### config.mk
export PLATFORM = sky130hd
export DESIGN_NAME = dim_monitor
export DESIGN_NICKNAME = d
export VERILOG_FILES = /design/src/pkg/dim_pkg.sv /design/src/hw/dim_monitor.sv /design/src/hw/dim_sync.sv
export VERILOG_INCLUDE_DIRS = /design/src /design/src/pkg
export SDC_FILE = /design/constraint.sdc
export NUM_CORES = 1
export LEC_CHECK = 0
export BUFFER_PORTS_ARGS = -buffer_cell sky130_fd_sc_hd__buf_2
export CORE_ASPECT_RATIO = 0.7
export CORE_MARGIN = 1
export CORE_UTILIZATION = 50
export CTS_CLUSTER_SIZE = 25
export DETAILED_ROUTE_END_ITERATION = 8
export PLACE_DENSITY = 0.92
export SYNTH_ARGS = -nofsm -noshare
export SYNTH_HDL_FRONTEND = slang
export SYNTH_HIERARCHICAL = 1
export SYNTH_SLANG_ARGS = --single-unit
### constraint.sdc
create_clock -name i_sys_clk -period 4.5 [get_ports i_sys_clk]
set_input_delay 0.45 -clock i_sys_clk [delete_from_list [all_inputs] [get_ports i_sys_clk]]
set_output_delay 0.45 -clock i_sys_clk [all_outputs]
set_load 0.01 [all_outputs]
### src/pkg/dim_defines.svh
`ifndef DIM_DEFINES_SVH
`define DIM_DEFINES_SVH
// How it works
// [RQ1] invert flips reported level, off after reset
// [RQ2] latch none, rising or falling; remembered
// [RQ3] inactive trigger: active-to-inactive raises alarm
// [RQ4] active trigger: inactive-to-active raises alarm
// [RQ5] trigger disabled at reset: never alarms
// [RQ6] auto clear drops alarm when cause leaves
// [RQ7] manual clear holds alarm until host clears
// [RQ8] log event on raise and clear, critical
// [RQ9] trap event on raise and clear, flagged
// [RQ10] channel reads the line by default
// [RQ11] open contact is 0, closed is 1
// [RQ12] two-stage synchroniser before all evaluation

// register byte offsets
`define DIM_OFS_CTRL      8'h00
`define DIM_OFS_STATUS    8'h04
`define DIM_OFS_CMD       8'h08
`define DIM_OFS_IRQ_STAT  8'h0c
`define DIM_OFS_IRQ_MASK  8'h10

// control word width and reset value (all features off, input mode)
`define DIM_CTRL_W        9
`define DIM_CTRL_RST      9'h000

// command bits
`define DIM_CMD_ALM_CLR   0
`define DIM_CMD_LAT_CLR   1

// event bits of status and mask
`define DIM_EV_W          3
`define DIM_EV_RAISE      0
`define DIM_EV_CLEAR      1
`define DIM_EV_LATCH      2

// severity carried by both notifications
`define DIM_SEV_CRIT      3'h2

// synchroniser depth and idle pin level (open contact pulls high)
`define DIM_SYNC_STAGES   2
`define DIM_PIN_IDLE      1'b1
`endif

### src/pkg/dim_pkg.sv
package dim_pkg;
  // latch setting, code 3 behaves as none
  typedef enum logic [1:0] {
    DIM_LATCH_NONE = 2'h0,
    DIM_LATCH_RISE = 2'h1,
    DIM_LATCH_FALL = 2'h2
  } dim_latch_t;
  // trigger setting, code 3 behaves as disabled
  typedef enum logic [1:0] {
    DIM_TRIG_OFF   = 2'h0,
    DIM_TRIG_INACT = 2'h1,
    DIM_TRIG_ACT   = 2'h2
  } dim_trig_t;
  // alarm state
  typedef enum logic {
    DIM_ST_QUIET = 1'b0,
    DIM_ST_ALARM = 1'b1
  } dim_state_t;
  // control register layout, lsb first: invert, latch, trigger, manual, log, trap, out mode
  typedef struct packed {
    logic       out_mode;
    logic       trap_en;
    logic       log_en;
    logic       manual;
    dim_trig_t  trig;
    dim_latch_t latch;
    logic       invert;
  } dim_cfg_t;
  // log notification
  typedef struct packed {
    logic [2:0] severity;
    logic       value;
  } dim_log_t;
  // trap notification
  typedef struct packed {
    logic [2:0] severity;
    logic       raised;
  } dim_trap_t;
endpackage

### src/hw/dim_monitor.sv
// Our own choices: the register offsets and the address-and-strobe port.
`timescale 1ns/100ps
`default_nettype none
`include "dim_defines.svh"
module dim_monitor (
  input  wire logic         i_sys_clk,
  input  wire logic         i_arst_n,
  input  wire logic         i_line_n,
  input  wire logic [7:0]   i_addr,
  input  wire logic [31:0]  i_wr_data,
  input  wire logic         i_wr_en,
  input  wire logic         i_rd_en,
  output logic [31:0]       o_rd_data,
  output logic              o_irq,
  output logic              o_level,
  output logic              o_latched,
  output logic              o_alarm,
  output logic              o_log_valid,
  output dim_pkg::dim_log_t o_log,
  output logic              o_trap_valid,
  output dim_pkg::dim_trap_t o_trap
);
  import dim_pkg::*;

  dim_cfg_t               cfg;            // control register
  logic                   sync_q;         // synchronised pin level
  logic                   line_act;       // contact closed
  logic                   rep_level;      // reported level after inversion
  logic                   prev_level;     // reported level one cycle ago
  logic                   rise;           // inactive to active
  logic                   fall;           // active to inactive
  logic                   lat_hit;        // selected transition seen
  dim_state_t             state;          // alarm state
  dim_state_t             next_state;
  logic                   raise;          // alarm goes up this cycle
  logic                   clear;          // alarm goes down this cycle
  logic [`DIM_EV_W-1:0]   irq_stat;       // sticky events
  logic [`DIM_EV_W-1:0]   irq_mask;       // event enables
  logic [`DIM_EV_W-1:0]   next_irq_stat;
  logic [`DIM_EV_W-1:0]   events;
  logic                   wr_ctrl;
  logic                   wr_cmd;
  logic                   wr_mask;
  logic                   rd_stat;
  logic                   alm_clr_cmd;    // host clear of a held alarm
  logic                   lat_clr_cmd;    // host clear of the latch
  logic [31:0]            rd_mux;

  // pin into the clock domain before anything looks at it
  dim_sync #(
    .STAGES  (`DIM_SYNC_STAGES),
    .RST_VAL (`DIM_PIN_IDLE)
  ) u_sync (
    .i_sys_clk (i_sys_clk),
    .i_arst_n  (i_arst_n),
    .i_d       (i_line_n),
    .o_q       (sync_q)
  ); // RQ12

  // register decode
  assign wr_ctrl     = i_wr_en && (i_addr == `DIM_OFS_CTRL);
  assign wr_cmd      = i_wr_en && (i_addr == `DIM_OFS_CMD);
  assign wr_mask     = i_wr_en && (i_addr == `DIM_OFS_IRQ_MASK);
  assign rd_stat     = i_rd_en && (i_addr == `DIM_OFS_IRQ_STAT);
  assign alm_clr_cmd = wr_cmd && i_wr_data[`DIM_CMD_ALM_CLR];
  assign lat_clr_cmd = wr_cmd && i_wr_data[`DIM_CMD_LAT_CLR];

  // the pin is pulled high, so a closed contact reads low
  assign line_act  = ~sync_q;                  // RQ11
  assign rep_level = line_act ^ cfg.invert;    // RQ1

  // edges only count in input mode; output mode freezes edge detection, the level still follows
  assign rise = ~cfg.out_mode & rep_level & ~prev_level;   // RQ10 RQ12
  assign fall = ~cfg.out_mode & ~rep_level & prev_level;   // RQ10 RQ12

  // latch decode; toggling invert also looks like an edge, by design
  assign lat_hit = ((cfg.latch == DIM_LATCH_RISE) && rise) ||
                   ((cfg.latch == DIM_LATCH_FALL) && fall);  // RQ2

  // control register, reset leaves every option at its default
  always_ff @(posedge i_sys_clk or negedge i_arst_n)
  begin
    if (!i_arst_n)
      cfg <= dim_cfg_t'(`DIM_CTRL_RST);      // RQ1 RQ2 RQ5 RQ10
    else if (wr_ctrl)
      cfg <= dim_cfg_t'(i_wr_data[`DIM_CTRL_W-1:0]);
  end

  // mask register
  always_ff @(posedge i_sys_clk or negedge i_arst_n)
  begin
    if (!i_arst_n)
      irq_mask <= '0;
    else if (wr_mask)
      irq_mask <= i_wr_data[`DIM_EV_W-1:0];
  end

  // edge reference and reported level
  always_ff @(posedge i_sys_clk or negedge i_arst_n)
  begin
    if (!i_arst_n)
    begin
      prev_level <= 1'b0;
      o_level    <= 1'b0;
    end
    else
    begin
      prev_level <= rep_level;  // RQ12
      o_level    <= rep_level;  // RQ1
    end
  end

  // latch flag; a capture in the clear cycle wins
  always_ff @(posedge i_sys_clk or negedge i_arst_n)
  begin
    if (!i_arst_n)
      o_latched <= 1'b0;
    else
      o_latched <= lat_hit | (o_latched & ~lat_clr_cmd);  // RQ2
  end

  // alarm decision
  always_comb
  begin
    raise = 1'b0;
    clear = 1'b0;
    unique case (state)
      DIM_ST_QUIET:
      begin
        // a raise needs the transition, a level alone is not enough
        raise = ((cfg.trig == DIM_TRIG_INACT) && fall) ||   // RQ3
                ((cfg.trig == DIM_TRIG_ACT) && rise);       // RQ4
      end
      DIM_ST_ALARM:
      begin
        if ((cfg.trig != DIM_TRIG_INACT) && (cfg.trig != DIM_TRIG_ACT))
          clear = 1'b1;                                     // RQ5
        else if (alm_clr_cmd)
          clear = 1'b1;                                     // RQ7
        else if (!cfg.manual && !cfg.out_mode)
          // cause gone: input back at the level opposite the trigger
          clear = (cfg.trig == DIM_TRIG_INACT) ? rep_level : ~rep_level;  // RQ6
      end
    endcase
    next_state = raise ? DIM_ST_ALARM : (clear ? DIM_ST_QUIET : state);
  end

  // alarm state
  always_ff @(posedge i_sys_clk or negedge i_arst_n)
  begin
    if (!i_arst_n)
    begin
      state   <= DIM_ST_QUIET;
      o_alarm <= 1'b0;
    end
    else
    begin
      state   <= next_state;                     // RQ3 RQ4 RQ6 RQ7
      o_alarm <= (next_state == DIM_ST_ALARM);
    end
  end

  // log notification, payload holds until the next event
  always_ff @(posedge i_sys_clk or negedge i_arst_n)
  begin
    if (!i_arst_n)
    begin
      o_log_valid <= 1'b0;
      o_log       <= '0;
    end
    else
    begin
      o_log_valid <= cfg.log_en & (raise | clear);   // RQ8
      if (cfg.log_en && (raise || clear))
        o_log <= '{severity: `DIM_SEV_CRIT, value: rep_level};  // RQ8
    end
  end

  // trap notification
  always_ff @(posedge i_sys_clk or negedge i_arst_n)
  begin
    if (!i_arst_n)
    begin
      o_trap_valid <= 1'b0;
      o_trap       <= '0;
    end
    else
    begin
      o_trap_valid <= cfg.trap_en & (raise | clear);  // RQ9
      if (cfg.trap_en && (raise || clear))
        o_trap <= '{severity: `DIM_SEV_CRIT, raised: raise};  // RQ9
    end
  end

  // sticky events: a new event beats the clearing read
  assign events        = {lat_hit, clear, raise};
  assign next_irq_stat = events | (irq_stat & ~{`DIM_EV_W{rd_stat}});

  // interrupt status and line; line follows the status in the same edge
  always_ff @(posedge i_sys_clk or negedge i_arst_n)
  begin
    if (!i_arst_n)
    begin
      irq_stat <= '0;
      o_irq    <= 1'b0;
    end
    else
    begin
      irq_stat <= next_irq_stat;
      // a mask written in this cycle counts at once, so the line never lags the register
      o_irq    <= |(next_irq_stat & (wr_mask ? i_wr_data[`DIM_EV_W-1:0] : irq_mask));
    end
  end

  // read mux; unmapped addresses read zero
  always_comb
  begin
    rd_mux = '0;
    unique case (i_addr)
      `DIM_OFS_CTRL:     rd_mux[`DIM_CTRL_W-1:0] = cfg;
      `DIM_OFS_STATUS:   rd_mux[3:0] = {line_act, o_alarm, o_latched, o_level};
      `DIM_OFS_IRQ_STAT: rd_mux[`DIM_EV_W-1:0] = irq_stat;
      `DIM_OFS_IRQ_MASK: rd_mux[`DIM_EV_W-1:0] = irq_mask;
      default:           rd_mux = '0;
    endcase
  end

  // read data stand only in the cycle after the strobe
  always_ff @(posedge i_sys_clk or negedge i_arst_n)
  begin
    if (!i_arst_n)
      o_rd_data <= '0;
    else
      o_rd_data <= i_rd_en ? rd_mux : 32'h0;
  end
endmodule // dim_monitor
`default_nettype wire

### src/hw/dim_sync.sv
`timescale 1ns/100ps
`default_nettype none
// shift chain synchroniser; only the last stage leaves the module
module dim_sync #(
  parameter int   STAGES  = 2,
  parameter logic RST_VAL = 1'b1
) (
  input  wire logic i_sys_clk,
  input  wire logic i_arst_n,
  input  wire logic i_d,
  output logic      o_q
);
  logic [STAGES-1:0] chain;  // stage 0 samples the pin

  // first stage is read only by the next stage
  always_ff @(posedge i_sys_clk or negedge i_arst_n)
  begin
    if (!i_arst_n)
      chain <= {STAGES{RST_VAL}};
    else
      chain <= {chain[STAGES-2:0], i_d};
  end

  assign o_q = chain[STAGES-1];
endmodule // dim_sync
`default_nettype wire

== After elaboration in Yosys (flattened, before gate mapping) ==
Cells that the tools add are included.

* Register bits after elaboration: 36
* Input port bits: 45
* Output and inout bits: 46
* Word-level logic and storage cells: 85

* Mux-type cells: 13
* Eq/ne operators: 10
* Reduce and logical (&&, ||, !) cells: 22
* Bitwise gates (word level): 19

{| class="wikitable"
|+ Operators with widths
! kind !! count
|-
| equality test 8 x 4 -> 1 bit (second input constant) || 2
|-
| logical AND 1 bit || 14
|-
| case mux 3 bit (4 select lines) || 1
|-
| two-way mux 9 bit || 1
|-
| equality test 8 x 3 -> 1 bit (second input constant) || 1
|-
| equality test 8 x 5 -> 1 bit (second input constant) || 1
|-
| logical NOT 8 bit || 1
|-
| two-way mux 1 bit || 8
|-
| AND 1 bit || 7
|-
| AND 3 bit || 2
|-
| two-way mux 5 bit || 1
|-
| NOT 1 bit || 5
|-
| equality test 2 x 1 -> 1 bit (second input constant) || 2
|-
| equality test 2 bit (second input constant) || 2
|-
| logical OR 1 bit || 3
|-
| two-way mux 3 bit || 1
|-
| NOT 3 bit || 1
|-
| OR 3 bit || 1
|-
| OR reduction 3 bit || 1
|-
| logical NOT 1 bit || 2
|-
| != test 2 x 1 -> 1 bit (second input constant) || 1
|-
| != test 2 bit (second input constant) || 1
|-
| OR 1 bit || 2
|-
| case mux 1 bit (2 select lines) || 1
|-
| other kinds (2) || 2
|}

== Depth between registers and ports, before layout ==
Gate-level depths: netlist (run 1).

* Depth after elaboration: 11
* Depth in mapped cells: 6
* Depth with buffers taken out: 6

== By module ==
Netlist (run 1), hierarchy kept.

{| class="wikitable"
|+ By module, submodules not included
! module !! cells each !! area each (sq um) !! instances !! sequential area each (sq um)
|-
| dim_monitor || 164 || 1845.5 || 1 || 850.8
|-
| dim_sync || 2 || 52.6 || 1 || 52.6
|}

== Worst setup path after synthesis (run 1) ==
OpenSTA, ideal clock, no wires.

* Kind: register -> register
* Start point: register cfg[0] (netlist name)
* End point: register o_log[0] (netlist name)
* Required time: 4.375 ns
* Setup time: 0.125 ns
* Arrival time: 1.757 ns
* Path buffers: 0
* Clock period less this slack: 1.881 ns
* Setup slack: 2.619 ns
* Cell stages (with the launch flop): 5
* Path through: dfrtp_1 -> xnor2_1 -> mux2_2 -> o31ai_2 -> mux2_2

* Longest elaborated chain between the ends: 9
* Elaborated cells between the ends (all ways): 17
* Those cells by class: 6 x mux; 6 x bitwise; 5 x reduce/logical

{| class="wikitable"
|+ RTL lines
! what !! RTL line !! source
|-
| start, declared || dim_monitor.sv:25 || <nowiki>dim_cfg_t cfg;</nowiki>
|-
| start signal, assigned || dim_monitor.sv:84 || <nowiki>cfg <= dim_cfg_t'(`DIM_CTRL_RST);</nowiki>
|-
| start signal, assigned || dim_monitor.sv:86 || <nowiki>cfg <= dim_cfg_t'(i_wr_data[`DIM_CTRL_W-1:0]);</nowiki>
|-
| bitwise XOR 1 bit (*) || dim_monitor.sv:70 || <nowiki>assign rep_level = line_act ^ cfg.invert;</nowiki>
|-
| via rep_level || dim_monitor.sv:28 || <nowiki>logic rep_level;</nowiki>
|-
| NOT 1 bit || dim_monitor.sv:74, dim_monitor.sv:142 ||
|-
| two-way mux 1 bit / AND 1 bit (equally long branches) || dim_monitor.sv:142, dim_monitor.sv:74 ||
|-
| two-way mux 1 bit / AND 1 bit (equally long branches) || dim_monitor.sv:140, dim_monitor.sv:74 ||
|-
| two-way mux 1 bit / logical AND 1 bit (equally long branches) || dim_monitor.sv:138, dim_monitor.sv:131 ||
|-
| two-way mux 1 bit / logical OR 1 bit (equally long branches) || dim_monitor.sv:136, dim_monitor.sv:131 ||
|-
| two-way mux 1 bit || dim_monitor.sv:127 || <nowiki>unique case (state)</nowiki>
|-
| logical OR 1 bit || dim_monitor.sv:174 || <nowiki>if (cfg.log_en && (raise || clear))</nowiki>
|-
| logical AND 1 bit || dim_monitor.sv:174 ||
|-
| end signal, assigned || dim_monitor.sv:175 || <nowiki>o_log <= '{severity: `DIM_SEV_CRIT, value: rep_level};</nowiki>
|-
| end, declared || dim_monitor.sv:19 || <nowiki>output dim_pkg::dim_log_t o_log,</nowiki>
|}

Mark *: on every way through the listed nets, which the timed path passes. The rest lies on a longest branch.
A chain may end at the register's enable or synchronous reset.

== Final worst setup path (run 1) ==
Same ends and word-level chain as after synthesis.

==> flow_summary.json, run 1 <==
{
  "synth-async-reset-ratio_pct": 100,
  "powerDensity_nw_per_um2": 344,
  "grt_pass1_wl_um": 5890,
  "fin_util_pct": 59.8,
  "synth.top_cells.by_count": "34 x dfrtp_1, 27 x buf_4, 11 x inv_1, 11 x mux2_2, 8 x nand2_1",
  "yosys_most_used_dff": "dfrtp_1",
  "start_util_pct": 53.0,
  "drv_slew": 0,
  "final_cells": 262,
  "rows": 18,
  "cts_resized": 0,
  "wirelength_um": 3690,
  "grt_use_total_pct": 20.6,
  "dieHeight_um": 53.6,
  "cts_max_level": 2,
  "drive_gt1_share_pct": 32.1,
  "yosysWarnings": 6,
  "antenna_cells": 0,
  "rsz0062_at_grt": "false",
  "fin_crit_sh_pct": 48.9,
  "path_clk_slew_ns": 0.07,
  "dieWidth_um": 75.6,
  "outcome": "complete, no violations",
  "io_buffers": 40,
  "drt-initial-drc-count": 95,
  "vdd_drop_max_v": 0.000178,
  "synth.area.top_cells": "dfrtp_1 45%, buf_4 11%, mux2_2 6.5%",
  "cap_viol_max_count": 0,
  "grt_pass1_vias": 1171,
  "hold_viol_final": 0,
  "yosysTopAreaCell": "dfrtp_1",
  "via_per_inst": 5.02,
  "clk_path_buf_depth": 2,
  "arrival_ns": 2.38,
  "cts_sinks": 36,
  "syn_to_final_growth_pct": 12.8,
  "gr-total-overflow": 0,
  "synth_most_common_cell": "dfrtp_1",
  "syn_area_sq_um": 1900,
  "max_slew_margin_pct": 50.2,
  "hold_slack_ns": 0.226,
  "clock_latency_ns": 0.29,
  "fin_tns_setup_ns": 0,
  "fillers": 312,
  "finClkSkew_ns": 0.00622,
  "hold_buffers": 0,
  "synth_cell_types": 47,
  "ys_seq_elements": 36,
  "antenna_found_initial": 0,
  "setup_viol": 0,
  "cts_buffers": 5,
  "post-dp-hpwl_um": 2730,
  "p_leak_nw": 1.12,
  "cp-end-kind": "flop",
  "nNetsFinal": 258,
  "avgSynthCellArea_sq_um": 11.4,
  "gp_congestion": 0.942,
  "layout_min_cycle_time_ns": 2.20,
  "worst_pin_slew_ns": 0.747,
  "drtPass1Iterations": 4,
  "vias": 1314,
  "postCtsSetupRepairBufs": 0,
  "grt_max_degree": 37,
  "dpl.cell_count": 254,
  "core_region_area_sq_um": 3580,
  "ys_seq_area_share_pct": 47.6,
  "crit_path_start_kind": "flop",
  "max_freq_ghz": 0.455,
  "drtAntennaViolNets": 0,
  "synth_top_cell_area_share_pct": 44.8,
  "remaining_drc_errors": 0,
  "io_pins": 91,
  "routedWlPerCell_um": 14.1,
  "required_ns": 4.68,
  "hold_path.class": "in2async",
  "die_area_sq_um": 4050,
  "synth_cells": 166,
  "root_buffer": "clkbuf_8",
  "tritoncts": "yes",
  "synth_edf_count": 0,
  "path_class": "reg2reg",
  "crit_fanout": 6
}
per-layer routing:
layer	track usage [%]	part of all wire, %	wire length [um]	vias to the layer above
li1	-	-	-	627
met1	29.5	48	1770	628
met2	30.1	45	1650	52
met3	5.62	6.0	223	7
met4	7.41	1.4	53	0
met5	0	0	0	-
critical path, cell delays in order, from the launching register on:
cell and delay (ns):
dfrtp_1 0.43, xnor2_1 0.51, mux2_2 0.47, o31ai_2 0.31, mux2_2 0.38
metrics by stage:
step / cell area (sq um) / worst slack, ns / power, W
6_report: 2140 / 2.30 / 0.000737
5_1_grt: 2140 / 2.22 / 0.000772
4_1_cts: 2140 / 2.35 / 0.000740
3_5_place_dp: 2050 / 2.37 / 0.000508
3_3_place_gp: 2050 / 2.38 / 0.000505
2_1_floorplan: 2000 / 2.62 / 0.000471
cells in the final DEF (no fill, tap or decap), types with 2 or more instances in the layout:
master and instances:
dfrtp_1 34, dfstp_2 2, or2_2 3, clkbuf_1 2
nor3b_1 2, mux2i_1 7, conb_1 27, mux2_2 11
ha_1 2, a211oi_1 2, nand3b_1 3, nor2_1 2
buf_2 40, and4b_1 2, o21ai_0 3, nand2_1 8
clkbuf_8 6, nor3_1 2, or3_1 4, and3_1 6
nand3_1 2, nor4_1 2, o31a_1 2, inv_1 11
a31oi_1 4
flip-flops by register name, summed over array words and instances (netlist names), 2 cells and up:
signal,cells
cfg,9
o_rd_data,9
irq_mask,3
irq_stat,3
o_log,2
o_trap,2
u_sync/chain,2
worst paths after layout:
kind / startpoint / to / slack (ns) / cells after the start
worst min-delay path: i_arst_n / o_rd_data[2] / 0.23 / 1
worst max register to register: cfg[0] / o_log[0] / 2.30 / 4
worst max-delay path: cfg[0] / o_log[0] / 2.30 / 4
worst min register to register: u_sync/chain[0] / u_sync/chain[1] / 0.36 / 0
min in group i_sys_clk: i_line_n / u_sync/chain[0] / 0.26 / 1
max in group asynchronous: i_arst_n / cfg[2] / 3.79 / 1
kinds of logic (layout without fill, tap and decap cells):
family,Yosys count,count (layout),share of synthesized area (%)
xor gates and xnor gates,2,2,1.65
adders and majority gates,2,2,1.32
and+or+nand+nor,49,49,17.5
muxes,18,18,10.2
buffers and inverters,39,59,13.1
DFF,36,36,47.6
AOI/OAI and AO/OA,19,19,8.44
other,1,27,0.198
power by group:
| group | leakage [nW] | switching [W] | internal, W |
|---|---|---|---|
| clock | 0.0455 | 0.000109 | 0.000125 |
| sequential | 0.469 | 0.0000225 | 0.000351 |
| combinational | 0.607 | 0.0000748 | 0.0000555 |
final cells by class:
type,count,area (sq um),share of cell area [%]
clock buffers,8,90.1,4.21
inverters,11,41.3,1.93
multi-input cells,117,843,39.4
flip-flops and latches,36,903,42.2
well taps,50,62.6,2.92
repair buffers,40,200,9.35
(Power assumes the default switching activity.)
==> run 2: changes to the inputs <==
--- a/config.mk
+++ b/config.mk
@@ -9,10 +9,10 @@
 export BUFFER_PORTS_ARGS = -buffer_cell sky130_fd_sc_hd__buf_2
 export CORE_ASPECT_RATIO = 0.7
 export CORE_MARGIN = 1
-export CORE_UTILIZATION = 50
+export CORE_UTILIZATION = 46
 export CTS_CLUSTER_SIZE = 25
 export DETAILED_ROUTE_END_ITERATION = 8
-export PLACE_DENSITY = 0.92
+export PLACE_DENSITY = 0.86
 export SYNTH_ARGS = -nofsm -noshare
 export SYNTH_HDL_FRONTEND = slang
 export SYNTH_HIERARCHICAL = 1
==> constraint.sdc (replaced) <==
create_clock -name i_sys_clk -period 2.15 [get_ports i_sys_clk]
set_input_delay 0.215 -clock i_sys_clk [delete_from_list [all_inputs] [get_ports i_sys_clk]]
set_output_delay 0.215 -clock i_sys_clk [all_outputs]
set_load 0.01 [all_outputs]
==> flow_summary.json, run 2 (synthesis gave the netlist of run 1 again) <==
{
  "root_buffer": "clkbuf_8",
  "antenna_found_initial": 0,
  "syn_to_final_growth_pct": 13.7,
  "endpoint": "o_log[0]",
  "crit_path_start_kind": "flop",
  "dieWidth_um": 78.8,
  "clk_path_buf_depth": 2,
  "core_region_area_sq_um": 3950,
  "final_cells": 266,
  "cap_viol_max_count": 0,
  "failed_checks": "negative hold slack",
  "drv_slew": 0,
  "cp-end-kind": "flop",
  "hold_slack_ns": -0.00284,
  "layout_min_cycle_time_ns": 1.98,
  "worstSetupStartpoint": "cfg[3]",
  "fin_crit_sh_pct": 92.0,
  "post-dp-hpwl_um": 2800,
  "worst_pin_slew_ns": 0.754,
  "max_freq_ghz": 0.506,
  "gp_congestion": 0.898,
  "reg.largest.list": "cfg x9, o_rd_data x9",
  "ff2ff_setup_slack_ns": 0.17,
  "finClkSkew_ns": 0.00894,
  "drive_gt1_share_pct": 32.7,
  "via_per_inst": 5.00,
  "cts_buffers": 5,
  "p_leak_nw": 1.13,
  "cts_max_level": 2,
  "crit_fanout": 5,
  "arrival_ns": 2.15,
  "drtAntennaViolNets": 0,
  "clock_latency_ns": 0.29,
  "worstReg2RegEnd": "o_log[0]",
  "io_pins": 91,
  "max_slew_margin_pct": 49.7,
  "antenna_cells": 0,
  "powerDensity_nw_per_um2": 711,
  "io_buffers": 40,
  "hold_path.class": "in2async",
  "hold_viol_final": 7,
  "rsz0062_at_grt": "false",
  "drtPass1Iterations": 4,
  "grt_max_degree": 37,
  "cts_sinks": 36,
  "worstRegToRegCells": 6,
  "final_common_cell": "buf_2",
  "path_clk_slew_ns": 0.07,
  "hold_buffers": 0,
  "drt-initial-drc-count": 105,
  "outcome": "finished with violations",
  "fillers": 364,
  "vdd_drop_max_v": 0.000408,
  "start_util_pct": 48.1,
  "final_cell_mix": "40 x buf_2, 34 x dfrtp_1, 27 x conb_1",
  "grt_use_total_pct": 18.3,
  "tritoncts": "yes",
  "vias": 1331,
  "setup_viol": 0,
  "routedWlPerCell_um": 13.6,
  "rows": 19,
  "remaining_drc_errors": 0,
  "fin_tns_setup_ns": 0,
  "wirelength_um": 3620,
  "nNetsFinal": 260,
  "required_ns": 2.32,
  "gr-total-overflow": 0,
  "cts_resized": 0,
  "die_area_sq_um": 4390,
  "path_class": "reg2reg",
  "grt_pass1_vias": 1252,
  "dieHeight_um": 55.7,
  "grt_pass1_wl_um": 6020,
  "postCtsSetupRepairBufs": 0,
  "dpl.cell_count": 258,
  "timing.rr.start": "cfg[3]"
}
-- run 2: cell count changes in the layout (fill, tap and decap cells not counted), sizes merged --
cell,delta
buf,+2
-- run 2: where the power goes --
group          switching, W  internal, W  leakage [nW]
Clock              0.000223     0.000261        0.0455
Sequential        0.0000448     0.000734         0.469
Combinational      0.000153     0.000118         0.618
Total              0.000420      0.00111          1.13
-- run 2: critical path, stage by stage, from the launching register on --
cell	delay (ns)
dfrtp_1	0.38
inv_1	0.08
ha_1	0.23
nor4b_1	0.14
mux2_2	0.34
o31ai_2	0.31
mux2_2	0.37
-- run 2: metrics by stage --
stage	area, sq um	util [%]	total power [W]	setup WS (ns)	hold WS [ns]
floorplan	2000	-	0.000986	0.269	-0.0806
global placement	2070	52.4	0.00106	0.222	0.321
detailed placement	2070	52.4	0.00106	0.184	0.324
CTS	2160	54.7	0.00154	0.162	0.0220
global route	2160	54.7	0.00161	0.0817	0.0173
finish	2160	54.7	0.00153	0.172	-0.00284
-- run 2: worst min path at each step --
stage,endpoint,cells past startpoint
2_1_floorplan,cfg[0],0
4_1_cts,u_sync/chain[0],1
3_3_place_gp,u_sync/chain[0],1
6_report,o_trap_valid,1
5_1_grt,u_sync/chain[0],1
3_5_place_dp,u_sync/chain[0],1
-- run 2: layer usage --
metal | up-vias | wire [um] | track usage, %
met5 | - | 0 | 0
met4 | 0 | 0 | 3.17
met3 | 0 | 304 | 6.89
met2 | 50 | 1600 | 27.2
met1 | 643 | 1720 | 25.8
li1 | 638 | - | -
-- run 2: cell type report --
| type | instances | area (sq um) | area share [%] |
|---|---|---|---|
| Inverter | 11 | 41.3 | 1.91 |
| Sequential cell | 36 | 903 | 41.9 |
| Multi-Input combinational cell | 117 | 843 | 39.1 |
| Clock buffer | 8 | 90.1 | 4.17 |
| Tap cell | 52 | 65.1 | 3.01 |
| Timing Repair Buffer | 42 | 215 | 9.97 |
